==> config.mk <==
export PLATFORM = sky130hd
export DESIGN_NAME = scc_capture
export DESIGN_NICKNAME = d
export VERILOG_FILES = /design/src/pkg/scc_pkg.sv /design/src/hw/scc_transition.sv /design/src/hw/scc_capture.sv
export SDC_FILE = /design/constraint.sdc
export NUM_CORES = 1
export LEC_CHECK = 0
export ABC_CLOCK_PERIOD_IN_PS = 3600
export BUFFER_PORTS_ARGS = -buffer_cell sky130_fd_sc_hd__buf_2
export CORE_MARGIN = 2
export CORE_UTILIZATION = 59
export DETAILED_ROUTE_END_ITERATION = 10
export PLACE_DENSITY = 0.83
export REMOVE_ABC_BUFFERS = 1
export SLEW_MARGIN = 0
export SYNTH_ARGS = -nofsm -noshare
export SYNTH_HDL_FRONTEND = slang
export SYNTH_HIERARCHICAL = 1
export SYNTH_SLANG_ARGS = --single-unit
==> constraint.sdc <==
create_clock -name clock_i -period 3.6 [get_ports clock_i]
set_input_delay 0.54 -clock clock_i [delete_from_list [all_inputs] [get_ports clock_i]]
set_output_delay 0.54 -clock clock_i [all_outputs]
set_load 0.02 [all_outputs]
==> src/pkg/scc_pkg.sv <==
// constants, types and decode helpers shared by the reference capture block
package scc_pkg;

	// register port geometry
	localparam int ADDR_W = 12;
	localparam int DATA_W = 8;

	// register byte addresses
	localparam logic [ADDR_W-1:0] ADDR_CONFIG   = 12'h120;
	localparam logic [ADDR_W-1:0] ADDR_IGNORE   = 12'h121;
	localparam logic [ADDR_W-1:0] ADDR_WINDOW   = 12'h122;
	localparam logic [ADDR_W-1:0] ADDR_FLAGS    = 12'h124;
	localparam logic [ADDR_W-1:0] ADDR_INT_STS  = 12'h125;
	localparam logic [ADDR_W-1:0] ADDR_INT_MASK = 12'h126;

	// capture configuration fields
	localparam int CFG_FLAG_RST_BIT  = 6;
	localparam int CFG_TRANS_SEL_BIT = 4;
	localparam int CFG_EDGE_SEL_BIT  = 3;
	localparam int CFG_MODE_HI       = 2;
	localparam int CFG_MODE_LO       = 1;
	localparam logic [DATA_W-1:0] CFG_RESV_MASK = 8'ha1;

	// ignore count and skew window fields
	localparam int IGN_HI     = 3;
	localparam int IGN_LO     = 0;
	localparam int WIN_NEG_HI = 3;
	localparam int WIN_NEG_LO = 2;
	localparam int WIN_POS_HI = 1;
	localparam int WIN_POS_LO = 0;
	localparam logic [DATA_W-1:0] NIB_RESV_MASK = 8'hf0;

	// reset values
	localparam logic [DATA_W-1:0] CONFIG_RST = 8'h00;
	localparam logic [DATA_W-1:0] IGNORE_RST = 8'h00;
	localparam logic [DATA_W-1:0] WINDOW_RST = 8'h00;

	// mode field encodings
	localparam logic [1:0] MODE_OFF   = 2'h0;
	localparam logic [1:0] MODE_CONT  = 2'h1;
	localparam logic [1:0] MODE_NSHOT = 2'h2;

	// flag register bits
	localparam int FLG_SETUP_BIT   = 0;
	localparam int FLG_HOLD_BIT    = 1;
	localparam int FLG_ALIGNED_BIT = 2;

	// interrupt status and mask bits
	localparam int INT_W       = 3;
	localparam int INT_CAPTURE = 0;
	localparam int INT_SETUP   = 1;
	localparam int INT_HOLD    = 2;

	// local frame phase counter, one step per sample clock
	localparam int PHASE_W = 4;
	localparam logic [PHASE_W-1:0] PHASE_ZERO = 4'h0;
	localparam logic [PHASE_W-1:0] PHASE_ONE  = 4'h1;
	localparam logic [PHASE_W-1:0] PHASE_HALF = 4'h8;

	// capture sequencer states
	typedef enum logic [3:0] {
		SCC_OFF   = 4'h1,
		SCC_CONT  = 4'h2,
		SCC_ARMED = 4'h4,
		SCC_DONE  = 4'h8
	} scc_state_t;

	// state that a freshly written mode field starts from
	function automatic scc_state_t scc_mode_state(input logic [1:0] mode);
		case (mode)
			MODE_CONT:  scc_mode_state = SCC_CONT;
			MODE_NSHOT: scc_mode_state = SCC_ARMED;
			default:    scc_mode_state = SCC_OFF;
		endcase
	endfunction

endpackage

==> src/hw/scc_transition.sv <==
// detects the selected direction of transition on the sampled reference level
`timescale 1ns/1ns
module scc_transition (
	input  wire logic clock_i,
	input  wire logic rst_i,
	input  wire logic level_i,
	input  wire logic falling_sel_i,
	output logic      valid_o
);

	typedef struct packed {
		logic prev;
		logic valid;
	} scc_tr_state_t;

	scc_tr_state_t st;
	scc_tr_state_t next_st;

	// one-cycle pulse for a transition of the chosen polarity
	always_comb begin
		next_st.prev  = level_i;
		next_st.valid = 1'b0;
		if (!rst_i && (level_i != st.prev)) begin
			next_st.valid = falling_sel_i ? st.prev : level_i;
		end
	end

	// prev keeps tracking the level under reset so no false edge follows release
	always_ff @(posedge clock_i) begin
		st <= next_st;
	end

	assign valid_o = st.valid;
endmodule // scc_transition

==> src/hw/scc_capture.sv <==
// reference capture control: registers, mode sequencer, skew window check
// Functional notes
// - flag reset bit holds error flags cleared
// - bit4 zero: rising reference transitions valid
// - bit4 one: falling reference transitions valid
// - bit3 picks rising or falling clock sample
// - mode field: disabled, continuous, N-shot
// - N-shot skips programmed count of transitions first
// - negative window tolerates zero to three clocks
// - positive window tolerates zero to three clocks
//
// The address-and-strobe port is this design's own decision.
`timescale 1ns/1ns
module scc_capture (
	input  wire logic                        clock_i,
	input  wire logic                        rst_i,
	input  wire logic [scc_pkg::ADDR_W-1:0]  addr_i,
	input  wire logic [scc_pkg::DATA_W-1:0]  wr_data_i,
	input  wire logic                        wr_i,
	input  wire logic                        rd_i,
	input  wire logic                        sysref_rise_i,
	input  wire logic                        sysref_fall_i,
	output logic      [scc_pkg::DATA_W-1:0]  rd_data_o,
	output logic                             irq_o,
	output logic                             capture_o,
	output logic                             aligned_o,
	output logic                             setup_err_o,
	output logic                             hold_err_o
);

	typedef struct packed {
		logic                        flag_rst;
		logic                        trans_sel;
		logic                        edge_sel;
		logic [1:0]                  mode;
		logic [3:0]                  ign;
		logic [1:0]                  win_neg;
		logic [1:0]                  win_pos;
		scc_pkg::scc_state_t         seq;
		logic [3:0]                  skip_cnt;
		logic [scc_pkg::PHASE_W-1:0] phase;
		logic                        aligned;
		logic                        setup_err;
		logic                        hold_err;
		logic [scc_pkg::INT_W-1:0]   int_sts;
		logic [scc_pkg::INT_W-1:0]   int_mask;
		logic [scc_pkg::DATA_W-1:0]  rd_data;
		logic                        capture;
		logic                        irq;
	} scc_state_all_t;

	scc_state_all_t st;
	scc_state_all_t next_st;

	logic                        sel_level;
	logic                        tr_valid;
	logic                        acting;
	logic                        accept;
	logic [scc_pkg::PHASE_W-1:0] early_dist;
	logic                        late_ok;
	logic                        early_ok;
	logic                        late_bad;
	logic                        early_bad;
	logic [scc_pkg::INT_W-1:0]   events;
	logic [scc_pkg::DATA_W-1:0]  rd_mux;

	// sample the reference on the chosen clock edge
	assign sel_level = st.edge_sel ? sysref_fall_i : sysref_rise_i;

	scc_transition u_transition (
		.clock_i       (clock_i),
		.rst_i         (rst_i),
		.level_i       (sel_level),
		.falling_sel_i (st.trans_sel),
		.valid_o       (tr_valid)
	);

	// a valid transition counts only while the sequencer is listening
	assign acting = tr_valid && ((st.seq == scc_pkg::SCC_CONT) || (st.seq == scc_pkg::SCC_ARMED));
	assign accept = acting && !((st.seq == scc_pkg::SCC_ARMED) && (st.skip_cnt != 4'h0));

	// skew classification against the local frame phase
	assign early_dist = scc_pkg::PHASE_ZERO - st.phase;
	assign late_ok    = (st.phase != scc_pkg::PHASE_ZERO) && (st.phase <= {2'h0, st.win_pos});
	assign early_ok   = (st.phase != scc_pkg::PHASE_ZERO) && (early_dist <= {2'h0, st.win_neg});
	assign late_bad   = !late_ok && (st.phase != scc_pkg::PHASE_ZERO) && (st.phase < scc_pkg::PHASE_HALF);
	assign early_bad  = !early_ok && (st.phase >= scc_pkg::PHASE_HALF);

	// read mux; reserved bits come back as zero
	always_comb begin
		rd_mux = '0;
		case (addr_i)
			scc_pkg::ADDR_CONFIG: begin
				rd_mux[scc_pkg::CFG_FLAG_RST_BIT]                  = st.flag_rst;
				rd_mux[scc_pkg::CFG_TRANS_SEL_BIT]                 = st.trans_sel;
				rd_mux[scc_pkg::CFG_EDGE_SEL_BIT]                  = st.edge_sel;
				rd_mux[scc_pkg::CFG_MODE_HI:scc_pkg::CFG_MODE_LO]  = st.mode;
			end
			scc_pkg::ADDR_IGNORE: begin
				rd_mux[scc_pkg::IGN_HI:scc_pkg::IGN_LO] = st.ign;
			end
			scc_pkg::ADDR_WINDOW: begin
				rd_mux[scc_pkg::WIN_NEG_HI:scc_pkg::WIN_NEG_LO] = st.win_neg;
				rd_mux[scc_pkg::WIN_POS_HI:scc_pkg::WIN_POS_LO] = st.win_pos;
			end
			scc_pkg::ADDR_FLAGS: begin
				rd_mux[scc_pkg::FLG_SETUP_BIT]   = st.setup_err;
				rd_mux[scc_pkg::FLG_HOLD_BIT]    = st.hold_err;
				rd_mux[scc_pkg::FLG_ALIGNED_BIT] = st.aligned;
			end
			scc_pkg::ADDR_INT_STS: begin
				rd_mux[scc_pkg::INT_W-1:0] = st.int_sts;
			end
			scc_pkg::ADDR_INT_MASK: begin
				rd_mux[scc_pkg::INT_W-1:0] = st.int_mask;
			end
			default: begin
				rd_mux = '0; // unmapped reads return zero
			end
		endcase
	end

	// next state of the whole block
	always_comb begin
		next_st         = st;
		next_st.capture = 1'b0;
		next_st.rd_data = '0;
		events          = '0;

		// free-running frame phase once aligned
		if (st.aligned) begin
			next_st.phase = st.phase + scc_pkg::PHASE_ONE;
		end

		// transition handling
		if (acting && !accept) begin
			next_st.skip_cnt = st.skip_cnt - 4'h1;
		end
		if (accept) begin
			next_st.capture           = 1'b1;
			events[scc_pkg::INT_CAPTURE] = 1'b1;
			if (st.seq == scc_pkg::SCC_ARMED) begin
				next_st.seq = scc_pkg::SCC_DONE;
			end
			if (!st.aligned || late_bad || early_bad) begin
				next_st.aligned = 1'b1;
				next_st.phase   = scc_pkg::PHASE_ONE;
			end
			if (st.aligned && late_bad && !st.flag_rst) begin
				next_st.hold_err          = 1'b1;
				events[scc_pkg::INT_HOLD] = 1'b1;
			end
			if (st.aligned && early_bad && !st.flag_rst) begin
				next_st.setup_err          = 1'b1;
				events[scc_pkg::INT_SETUP] = 1'b1;
			end
		end
		if (st.flag_rst) begin
			next_st.setup_err = 1'b0;
			next_st.hold_err  = 1'b0;
		end

		// register writes; reserved bits are dropped
		if (wr_i) begin
			case (addr_i)
				scc_pkg::ADDR_CONFIG: begin
					next_st.flag_rst  = wr_data_i[scc_pkg::CFG_FLAG_RST_BIT];
					next_st.trans_sel = wr_data_i[scc_pkg::CFG_TRANS_SEL_BIT];
					next_st.edge_sel  = wr_data_i[scc_pkg::CFG_EDGE_SEL_BIT];
					next_st.mode      = wr_data_i[scc_pkg::CFG_MODE_HI:scc_pkg::CFG_MODE_LO];
					next_st.seq       = scc_pkg::scc_mode_state(
						wr_data_i[scc_pkg::CFG_MODE_HI:scc_pkg::CFG_MODE_LO]);
					next_st.skip_cnt  = st.ign;
				end
				scc_pkg::ADDR_IGNORE: begin
					next_st.ign = wr_data_i[scc_pkg::IGN_HI:scc_pkg::IGN_LO];
				end
				scc_pkg::ADDR_WINDOW: begin
					next_st.win_neg = wr_data_i[scc_pkg::WIN_NEG_HI:scc_pkg::WIN_NEG_LO];
					next_st.win_pos = wr_data_i[scc_pkg::WIN_POS_HI:scc_pkg::WIN_POS_LO];
				end
				scc_pkg::ADDR_INT_MASK: begin
					next_st.int_mask = wr_data_i[scc_pkg::INT_W-1:0];
				end
				default: begin
					next_st.int_mask = st.int_mask; // other addresses store nothing
				end
			endcase
		end

		// sticky interrupt status: a new event beats a write-one clear
		if (wr_i && (addr_i == scc_pkg::ADDR_INT_STS)) begin
			next_st.int_sts = (st.int_sts & ~wr_data_i[scc_pkg::INT_W-1:0]) | events;
		end else begin
			next_st.int_sts = st.int_sts | events;
		end
		next_st.irq = |(next_st.int_sts & next_st.int_mask);

		if (rd_i) begin
			next_st.rd_data = rd_mux;
		end
	end

	// single register stage for all state, synchronous reset
	always_ff @(posedge clock_i) begin
		if (rst_i) begin
			st.flag_rst  <= scc_pkg::CONFIG_RST[scc_pkg::CFG_FLAG_RST_BIT];
			st.trans_sel <= scc_pkg::CONFIG_RST[scc_pkg::CFG_TRANS_SEL_BIT];
			st.edge_sel  <= scc_pkg::CONFIG_RST[scc_pkg::CFG_EDGE_SEL_BIT];
			st.mode      <= scc_pkg::CONFIG_RST[scc_pkg::CFG_MODE_HI:scc_pkg::CFG_MODE_LO];
			st.ign       <= scc_pkg::IGNORE_RST[scc_pkg::IGN_HI:scc_pkg::IGN_LO];
			st.win_neg   <= scc_pkg::WINDOW_RST[scc_pkg::WIN_NEG_HI:scc_pkg::WIN_NEG_LO];
			st.win_pos   <= scc_pkg::WINDOW_RST[scc_pkg::WIN_POS_HI:scc_pkg::WIN_POS_LO];
			st.seq       <= scc_pkg::SCC_OFF;
			st.skip_cnt  <= '0;
			st.phase     <= scc_pkg::PHASE_ZERO;
			st.aligned   <= 1'b0;
			st.setup_err <= 1'b0;
			st.hold_err  <= 1'b0;
			st.int_sts   <= '0;
			st.int_mask  <= '0;
			st.rd_data   <= '0;
			st.capture   <= 1'b0;
			st.irq       <= 1'b0;
		end else begin
			st <= next_st;
		end
	end

	// outputs straight from the state register
	assign rd_data_o   = st.rd_data;
	assign irq_o       = st.irq;
	assign capture_o   = st.capture;
	assign aligned_o   = st.aligned;
	assign setup_err_o = st.setup_err;
	assign hold_err_o  = st.hold_err;

	// helper: accepted transition with a known frame phase
	logic chk_aligned_acc;
	assign chk_aligned_acc = accept && st.aligned && !st.flag_rst;
endmodule // scc_capture

==> reports/metrics.csv, run 1 <==
stage,metric,value,unit
clock_tree,clkSinkCount,44,
placed_design,dp_hpwl,3330,um
floorplanning,die_h,65.2,um
pwr,vdd_drop_max,0.000203,V
synth,synth_area_leaders,"dfxtp_1, mux2i_1, ha_1",
pwr,p_clk_share,35.3,%
clock_tree,htree_num_levels,2,
sta,relSlewSlack,54.9,%
sta,hold_viol_final,0,
critical_path,crit_cells,7,
synth,yosysTopAreaCellShare,39.9,%
global_route,gr-total-overflow,0,
synth,synth_cells,247,
critical_path,rrSetupSlack,1280,ps
critical_path,arrival,2530,ps
cells_and_area,diodes,0,
placed_design,gp_congestion,0.858,
critical_path,crit_family,simple AND/OR/NAND/NOR gates,
global_route,grt_max_degree,35,
critical_path,cp-end-kind,flop,
floorplanning,die_w,65.2,um
floorplanning,io_pins,39,
clock_tree,clkTransAtPathRegs,80,ps
worst_hold_path,hp-start,st[40],
clock_tree,clk_path_buf_depth,2,
floorplanning,row_count,22,
detailed_routing,drtIter0Drc,83,
pwr,p_leak,0.00100,uW
pwr,power_density,340,mW/mm^2
floorplanning,core-area,0.00363,mm^2
pwr,comb_power_share,5.3,%
synth,ys_warn_count,6,
pwr,p_sw_share,22.5,%
global_route,gr-usage-all-layers,23.0,%
status,outcome,"complete, no violations",
detailed_routing,first_pass_iters,4,
placed_design,io_buffer_count,34,
sta,tightestPinTransition,673,ps
cells_and_area,syn_to_final_growth,9.23,%
cells_and_area,final_common_cell,dfxtp_1,
global_route,grt_pass1_wl,7460,um
clock_tree,clock_latency,300,ps
synth,ys_types,46,
critical_path,path_buf_inv,1,
cells_and_area,postLayoutCoreUtil,66.4,%
floorplanning,start_util,60.8,%
critical_path,cp_slowest_stage_delay,390,ps
clock_tree,cts_setup_buffers,0,
critical_path,crit_type,reg -> reg,
pwr,seqPwrFrac,59.4,%
critical_path,crit_required,3810,ps
synth,async_flop_share,0,%
clock_tree,cts_tree,yes,
detailed_routing,wl_per_cell,14.2,um
sta,rsz0062_at_grt,no,
sta,finClkSkew,3.87,ps
pwr,cellInternalPower,636,uW
clock_tree,ctsResizeCount,0,
critical_path,r2r_start,st[23],
synth,syn_area,0.00221,mm^2
sta,clock.fmax,432,MHz
cells_and_area,drive_gt1_share,19.7,%
critical_path,worst-r2r-cell-count,7,
sta,tns,0,ps
synth,ys_seq_elements,44,
synth,synth_area_per_cell,8.95,um^2
clock_tree,cts_buffers,5,
global_route,antenna_found_initial,0,
critical_path,rr_endpoint,st[19],
critical_path,critPathLaunchType,flop,
global_route,first_global_vias,1628,
synth,ys_seq_area_share,39.9,%
worst_hold_path,hold-path-endpoint,st[40],
sta,final-max-slew-violation-count,0,
detailed_routing,via_per_inst,5.60,
critical_path,crit_chain,"inv_1, ha_1, or3b_1, o21ai_1, and2_1, or3b_1, a311oi_1",
sta,setup_viol,0,
detailed_routing,vias,1774,
critical_path,crit_top_cell,or3b_1,
worst_hold_path,hold_class,reg -> reg,
critical_path,crit_path_max_fanout,8,
pwr,p_switching,185,uW
cells_and_area,mostFrequentLayoutCells,"dfxtp_1, buf_2, nor2_1",
flow_run,maxCapViolations,0,
detailed_routing,route.detailed.drc,0,
synth,synth-edff-count,0,
sta,min_period,2320,ps
detailed_routing,wl,4510,um
clock_tree,clockRootBuffer,clkbuf_8,
synth,synth_area_leader_cell,dfxtp_1,
clock_tree,ctsHoldBuffers,0,
detailed_routing,ant_nets,0,
synth,dominantRegCellSynth,dfxtp_1,
critical_path,cp_slowest_cell,or3b_1,
cells_and_area,final_nets,304,
sta,min_period_over_period,64.3,%
floorplanning,die_area,0.00425,mm^2
worst_hold_path,holdPathStages,2,
==> worst min-delay path, delay by kind of cell, from the launching register on <==
| kind | cells | cell delay, ps |
|---|---|---|
| DFF | 1 | 320 |
| AOI/OAI and AO/OA | 1 | 50 |
| and+or+nand+nor | 1 | 50 |
==> kinds of logic after synthesis <==
| group | Yosys count | share of synthesized area (%) |
|---|---|---|
| compound gates | 38 | 11.7 |
| simple gates | 94 | 23.2 |
| xor+xnor | 5 | 1.98 |
| mux | 21 | 10.4 |
| flops | 44 | 39.9 |
| other cells | 1 | 0.170 |
| buf+inv | 35 | 7.59 |
| fa+ha+maj | 9 | 5.10 |
==> state kept, by name, indices dropped and copies added (netlist names) <==
signal	cells
u_transition/st	1
aligned_o	1
u_transition/valid_o	1
irq_o	1
setup_err_o	1
st	31
hold_err_o	1
capture_o	1
rd_data_o	6
==> power groups by stage <==
stage | registers [uW] | clock network, uW | logic, uW
6_report | 488 | 290 | 43.6
3_3_place_gp | 499 | 0 | 42.9
2_1_floorplan | 499 | 0 | 13.4
4_1_cts | 488 | 295 | 43.4
3_5_place_dp | 499 | 0 | 43.2
5_1_grt | 488 | 318 | 48.0
==> worst max-delay path by stage <==
stage / slack (ps) / to / from
3_3_place_gp: 1080 / st[29] / addr_i[6]
2_1_floorplan: 1340 / irq_o / addr_i[6]
4_1_cts: 1270 / st[19] / st[23]
3_5_place_dp: 1010 / st[29] / addr_i[6]
6_report: 1280 / st[19] / st[23]
5_1_grt: 1050 / st[19] / st[19]
==> Yosys cell counts, types with 2 or more instances <==
cell type	number
a211oi_1	9
a21boi_0	3
a21oi_1	12
a31oi_1	2
a41oi_1	2
and2_1	2
and3_1	6
and4b_1	3
buf_2	4
buf_4	8
clkbuf_1	8
dfxtp_1	44
ha_1	9
inv_1	14
mux2_2	2
mux2i_1	17
nand2_1	20
nand2b_1	3
nand3_1	2
nand3b_1	2
nand4b_1	3
nor2_1	29
nor2b_1	4
nor3_1	6
nor3b_1	2
o21ai_0	4
or2_2	2
or3b_1	3
or4b_4	2
xnor2_1	3
xor2_1	2
==> routing by layer <==
metal,track usage [%],part of all wire [%],routed length [um]
met5,0,0,0
met4,7.03,1.0,45
met3,6.51,5.1,231
met2,36.6,47,2110
met1,30.4,47,2120
==> through the flow <==
step	hold WS, ps	total power (uW)	cell area [um^2]	worst slack, ps	instances
floorplan	423	512	2100	1340	227
global placement	439	542	2340	1080	310
detailed placement	449	542	2340	1010	310
CTS	460	826	2410	1270	317
global route	469	853	2410	1050	317
finish	464	821	2410	1280	317
==> layout make-up <==
cell class                      instances  area [um^2]
Multi-Input combinational cell        169         1160
Clock buffer                            6         72.6
Clock inverter                          1         5.00
Inverter                               14         52.6
Timing Repair Buffer                   35          178
Fill cell                             313         1220
Sequential cell                        44          881
Tap cell                               48         60.1
(Power assumes the default switching activity.)
==> run 2, diff against run 1 <==
Settings changed: ABC_CLOCK_PERIOD_IN_PS 3600 to 2300, CORE_UTILIZATION 59 to 55, PLACE_DENSITY 0.83 to 0.78.
Clock period 3.6 ns to 2.3 ns, I/O delays scaled along.
==> reports/metrics.csv, run 2 (synthesis gave the netlist of run 1 again) <==
stage,metric,value,unit
critical_path,critPathLaunchType,flop,
clock_tree,clkTransAtPathRegs,80,ps
pwr,power_density,562,mW/mm^2
global_route,antenna_found_initial,0,
global_route,grt_max_degree,25,
sta,final-max-slew-violation-count,0,
clock_tree,htree_num_levels,2,
critical_path,cp-end-kind,flop,
sta,setup_ws,134,ps
placed_design,dp_hpwl,3420,um
floorplanning,row_count,23,
sta,finClkSkew,7.96,ps
floorplanning,core-area,0.00394,mm^2
global_route,gr-usage-all-layers,22.8,%
cells_and_area,final_common_cell,dfxtp_1,
critical_path,arrival,2370,ps
floorplanning,io_pins,39,
cells_and_area,multi_input_area,0.00117,mm^2
sta,min_period_over_period,94.2,%
sta,clock.fmax,462,MHz
clock_tree,clkSinkCount,44,
placed_design,io_buffer_count,34,
pwr,seqPwrFrac,53.9,%
pwr,total_power,1420,uW
global_route,gr-total-overflow,0,
cells_and_area,diodes,0,
global_route,grt_pass1_wl,7690,um
cells_and_area,syn_to_final_growth,14.0,%
clock_tree,clockRootBuffer,clkbuf_8,
pwr,cellInternalPower,1110,uW
pwr,p_leak,0.00106,uW
clock_tree,clk_path_buf_depth,2,
detailed_routing,first_pass_iters,4,
pwr,p_sw_share,21.5,%
placed_design,placedCellCount,321,
clock_tree,cts_tree,yes,
floorplanning,die_area,0.00454,mm^2
detailed_routing,vias,1792,
cells_and_area,fill_cells,338,
status,outcome,"complete, no violations",
floorplanning,die_w,67.4,um
sta,min_period,2170,ps
detailed_routing,via_per_inst,5.45,
critical_path,crit_type,reg -> reg,
clock_tree,cts_buffers,5,
detailed_routing,ant_nets,0,
sta,setup_viol,0,
clock_tree,cts_setup_buffers,0,
sta,hold_viol_final,0,
critical_path,crit_required,2510,ps
critical_path,crit_path_max_fanout,2,
detailed_routing,wl,4680,um
pwr,p_switching,304,uW
detailed_routing,route.detailed.drc,0,
detailed_routing,drtIter0Drc,111,
clock_tree,clock_latency,300,ps
cells_and_area,final_nets,313,
floorplanning,start_util,56.0,%
pwr,vdd_drop_max,0.000405,V
placed_design,post_dp_cell_area,0.00241,mm^2
cells_and_area,fin_area,0.00252,mm^2
pwr,p_clk_share,41.3,%
sta,rsz0062_at_grt,no,
global_route,first_global_vias,1570,
cells_and_area,mostFrequentLayoutCells,"dfxtp_1, buf_2, nor2_1",
pwr,comb_power_share,4.8,%
sta,tns,0,ps
detailed_routing,wl_per_cell,14.2,um
placed_design,gp_congestion,0.823,
cells_and_area,stdcell_count,329,
cells_and_area,seq_area,881,um^2
placed_design,place_ws,64.8,ps
cells_and_area,drive_gt1_share,22.9,%
cells_and_area,largest_register_ffs,31,
floorplanning,die_h,67.4,um
worst_hold_path,hold_class,in -> reg,
flow_run,maxCapViolations,0,
cells_and_area,largest_register,st,
-- run 2: cell types whose count changed in the layout (fill, tap and decap cells not counted), sizes merged --
cell	delta
buf	+9
bufinv	+1
-- run 2: repair_timing --
action | 4_1_cts | 5_1_grt
gates resized for setup | 0 | 1
setup endpoints to repair | 0 | 1
hold buffers | 0 | 0
-- run 2: stage by stage --
stage / hold WS (ps) / utilization [%]
after floorplan: 414 / -
after global placement: 439 / 61.0
after detailed placement: 444 / 61.0
after CTS: 281 / 63.8
after global routing: 298 / 63.9
final: 286 / 63.9
-- run 2: worst max-delay path, stage by stage, from the launching register on --
cell and delay, ps:
dfxtp_1 330, inv_1 50, ha_1 300, ha_1 300
nor2b_1 120, o21ai_0 110, and3_1 220, or3b_1 400
a311oi_2 250
-- run 2: per-layer routing --
layer / vias up / routed length (um) / GRT usage (%)
met2: 58 / 2170 / 36.9
met1: 817 / 2180 / 31.2
met4: 0 / 63 / 6.12
li1: 912 / - / -
met5: - / 0 / 0
met3: 5 / 269 / 4.17
-- run 2: power by group through the flow --
stage	clock [uW]	combinational [uW]	sequential, uW
6_report	585	67.4	763
5_1_grt	624	75.7	763
4_1_cts	595	67.6	763
3_5_place_dp	0	67.5	781
3_3_place_gp	0	67.0	781
2_1_floorplan	0	21.0	781
-- run 2: path summary, 6_finish.rpt --
check,depth (start not counted),slack (ps),to,start
worst min register to register,2,450,st[39],st[39]
worst max register to register,8,130,st[19],st[20]
worst min-delay path,3,290,st[43],wr_data_i[6]
worst max-delay path,8,130,st[19],st[20]
-- run 2: layout make-up --
type | instances | share of cell area, %
Multi-Input combinational cell | 169 | 46.5
Clock buffer | 6 | 2.88
Tap cell | 50 | 2.48
Sequential cell | 44 | 35.0
Timing Repair Buffer | 44 | 9.73
Inverter | 14 | 2.09
Clock inverter | 2 | 1.39
==> run 3, diff against run 2 <==
Settings changed: ABC_AREA set to 1.
==> reports/metrics.csv, run 3 <==
stage,metric,value,unit
detailed_routing,via_per_inst,4.88,
detailed_routing,drtIter0Drc,70,
sta,whs,310,ps
global_route,gr-usage-all-layers,22.6,%
cells_and_area,final_nets,391,
placed_design,io_buffer_count,34,
floorplanning,io_pins,39,
synth,synth_cells,326,
critical_path,arrival,2160,ps
pwr,power_density,532,mW/mm^2
global_route,grt_max_degree,17,
cells_and_area,mostFrequentLayoutCells,"nand2_1, inv_1, dfxtp_1",
sta,clock.fmax,520,MHz
critical_path,crit_required,2540,ps
synth,synth-edff-count,0,
synth,yosysTopAreaCellShare,39.1,%
pwr,vdd_drop_max,0.000373,V
critical_path,crit_path_max_fanout,4,
sta,final-max-slew-violation-count,0,
floorplanning,row_count,23,
sta,hold_viol_final,0,
floorplanning,die_h,68.0,um
clock_tree,cts_setup_buffers,0,
sta,tns,0,ps
cells_and_area,largest_register,st,
sta,setup_ws,377,ps
synth,synth_area_leaders,"dfxtp_1, nand2_1, inv_1",
cells_and_area,diodes,0,
clock_tree,clockRootBuffer,clkbuf_8,
placed_design,placedCellCount,399,
worst_hold_path,hp-start,sysref_rise_i,
detailed_routing,first_pass_iters,5,
critical_path,cp_slowest_stage_delay,390,ps
global_route,grt_pass1_wl,7810,um
clock_tree,cts_tree,yes,
synth,ys_types,32,
critical_path,crit_chain,"inv_1, ha_1, ha_1, inv_1, o21bai_1, nand2_1, a21oi_1, nand2_1, nand2_1, nand2_1, nand2_1, nand2_1, nand2_1",
sta,finClkSkew,3.52,ps
synth,synth_area_leader_cell,dfxtp_1,
cells_and_area,stdcell_count,407,
global_route,first_global_vias,1852,
detailed_routing,vias,1985,
floorplanning,start_util,56.7,%
status,outcome,"complete, no violations",
clock_tree,ctsHoldBuffers,0,
flow_run,maxCapViolations,0,
detailed_routing,wl,4750,um
critical_path,critPathLaunchType,flop,
floorplanning,die_area,0.00462,mm^2
clock_tree,clkSinkCount,44,
sta,setup_viol,0,
critical_path,r2r_start,st[20],
clock_tree,clkTransAtPathRegs,80,ps
critical_path,path_buf_inv,2,
sta,min_period,1920,ps
clock_tree,htree_num_levels,2,
placed_design,gp_congestion,0.859,
critical_path,crit_cells,13,
synth,ys_seq_area_share,39.1,%
critical_path,rr_endpoint,irq_o,
critical_path,worst-r2r-cell-count,13,
synth,syn_area,0.00225,mm^2
synth,yosys.cell_count.top_type,nand2_1,
sta,rsz0062_at_grt,no,
critical_path,crit_type,reg -> reg,
cells_and_area,syn_to_final_growth,11.0,%
worst_hold_path,hold-path-endpoint,u_transition/st[1],
placed_design,place_ws,388,ps
global_route,gr-total-overflow,0,
detailed_routing,ant_nets,0,
detailed_routing,route.detailed.drc,0,
clock_tree,clk_path_buf_depth,2,
global_route,antenna_found_initial,0,
cells_and_area,final_common_cell,nand2_1,
sta,min_period_over_period,83.6,%
critical_path,cp_slowest_cell,dfxtp_1,
synth,synth_area_per_cell,6.90,um^2
worst_hold_path,holdPathStages,2,
detailed_routing,wl_per_cell,11.7,um
synth,dominantRegCellSynth,dfxtp_1,
critical_path,crit_family,adder cells,
placed_design,dp_hpwl,3710,um
clock_tree,cts_buffers,5,
cells_and_area,drive_gt1_share,16.5,%
clock_tree,clock_latency,290,ps
cells_and_area,largest_register_ffs,31,
synth,async_flop_share,0,%
critical_path,cp-end-kind,flop,
pwr,total_power,1330,uW
floorplanning,core-area,0.00397,mm^2
worst_hold_path,hold_class,in -> reg,
critical_path,crit_top_cell,nand2_1,
synth,synthTopCellsByCount,"nand2_1, inv_1, dfxtp_1",
synth,ys_warn_count,6,
pwr,p_leak,0.00119,uW
floorplanning,die_w,68.0,um
clock_tree,ctsResizeCount,0,
synth,ys_seq_elements,44,
critical_path,rrSetupSlack,380,ps
-- run 3: cell count changes after synthesis, sizes merged, moves of 4 or more --
cell	delta
clkbuf	-7
o21ai	+22
nor3	-7
nor2	+12
nor2b	-4
mux2i	-17
inv	+39
nand2	+55
nand3	+18
and3	-6
a21oi	+16
a211oi	-9
-- run 3: cell families (layout without fill, tap and decap cells) --
group	after synthesis	in the layout	synth area share, %
mux	1	1	0.500
compound gates	61	61	14.0
xor+xnor	3	3	1.17
fa+ha+maj	9	9	5.00
simple gates	140	140	27.0
flops	44	44	39.1
other cells	1	2	0.167
buf+inv	67	97	13.0
-- run 3: layer usage --
metal | routed length (um) | up-vias | GRT usage (%) | part of all wire [%]
met1 | 2160 | 877 | 26.1 | 45
met5 | 0 | - | 0 | 0
met2 | 2420 | 29 | 41.7 | 51
met3 | 127 | 6 | 4.93 | 2.7
li1 | - | 1073 | - | -
met4 | 40 | 0 | 6.00 | 0.84
-- run 3: final cells by class --
class                           instances  area (um^2)
Tap cell                               50         62.6
Timing Repair Buffer                   35          178
Fill cell                             371         1470
Inverter                               54          204
Clock inverter                          2         10.0
Sequential cell                        44          881
Clock buffer                            6         82.6
Multi-Input combinational cell        216         1080
-- run 3: worst reg2reg max path, stage by stage, from the launching register on --
cell and delay (ps):
dfxtp_1 390, inv_1 90, ha_1 320, ha_1 300
inv_1 40, o21bai_1 110, nand2_1 60, a21oi_1 170
nand2_1 110, nand2_1 80, nand2_1 50, nand2_1 50
nand2_1 40, nand2_1 60
-- run 3: how the worst max path moves through the flow --
| stage | from | to | slack (ps) |
|---|---|---|---|
| 4_1_cts | st[19] | irq_o | 370 |
| 2_1_floorplan | st[19] | irq_o | 540 |
| 6_report | st[20] | irq_o | 380 |
| 5_1_grt | st[19] | irq_o | 170 |
| 3_3_place_gp | st[19] | irq_o | 400 |
| 3_5_place_dp | st[19] | irq_o | 390 |
-- run 3: stage by stage --
stage               instance area, um^2  utilization, %
floorplan                          2170               -
global placement                   2410            60.6
detailed placement                 2410            60.6
CTS                                2500            62.9
global route                       2500            62.9
finish                             2500            62.9
-- run 3: report_power, final --
part / leakage [uW] / switching, uW / internal, uW
Sequential: 0.000355 / 0.439 / 763
Clock: 0.0000510 / 252 / 240
Combinational: 0.000787 / 47.7 / 26.4
Total: 0.00119 / 300 / 1030
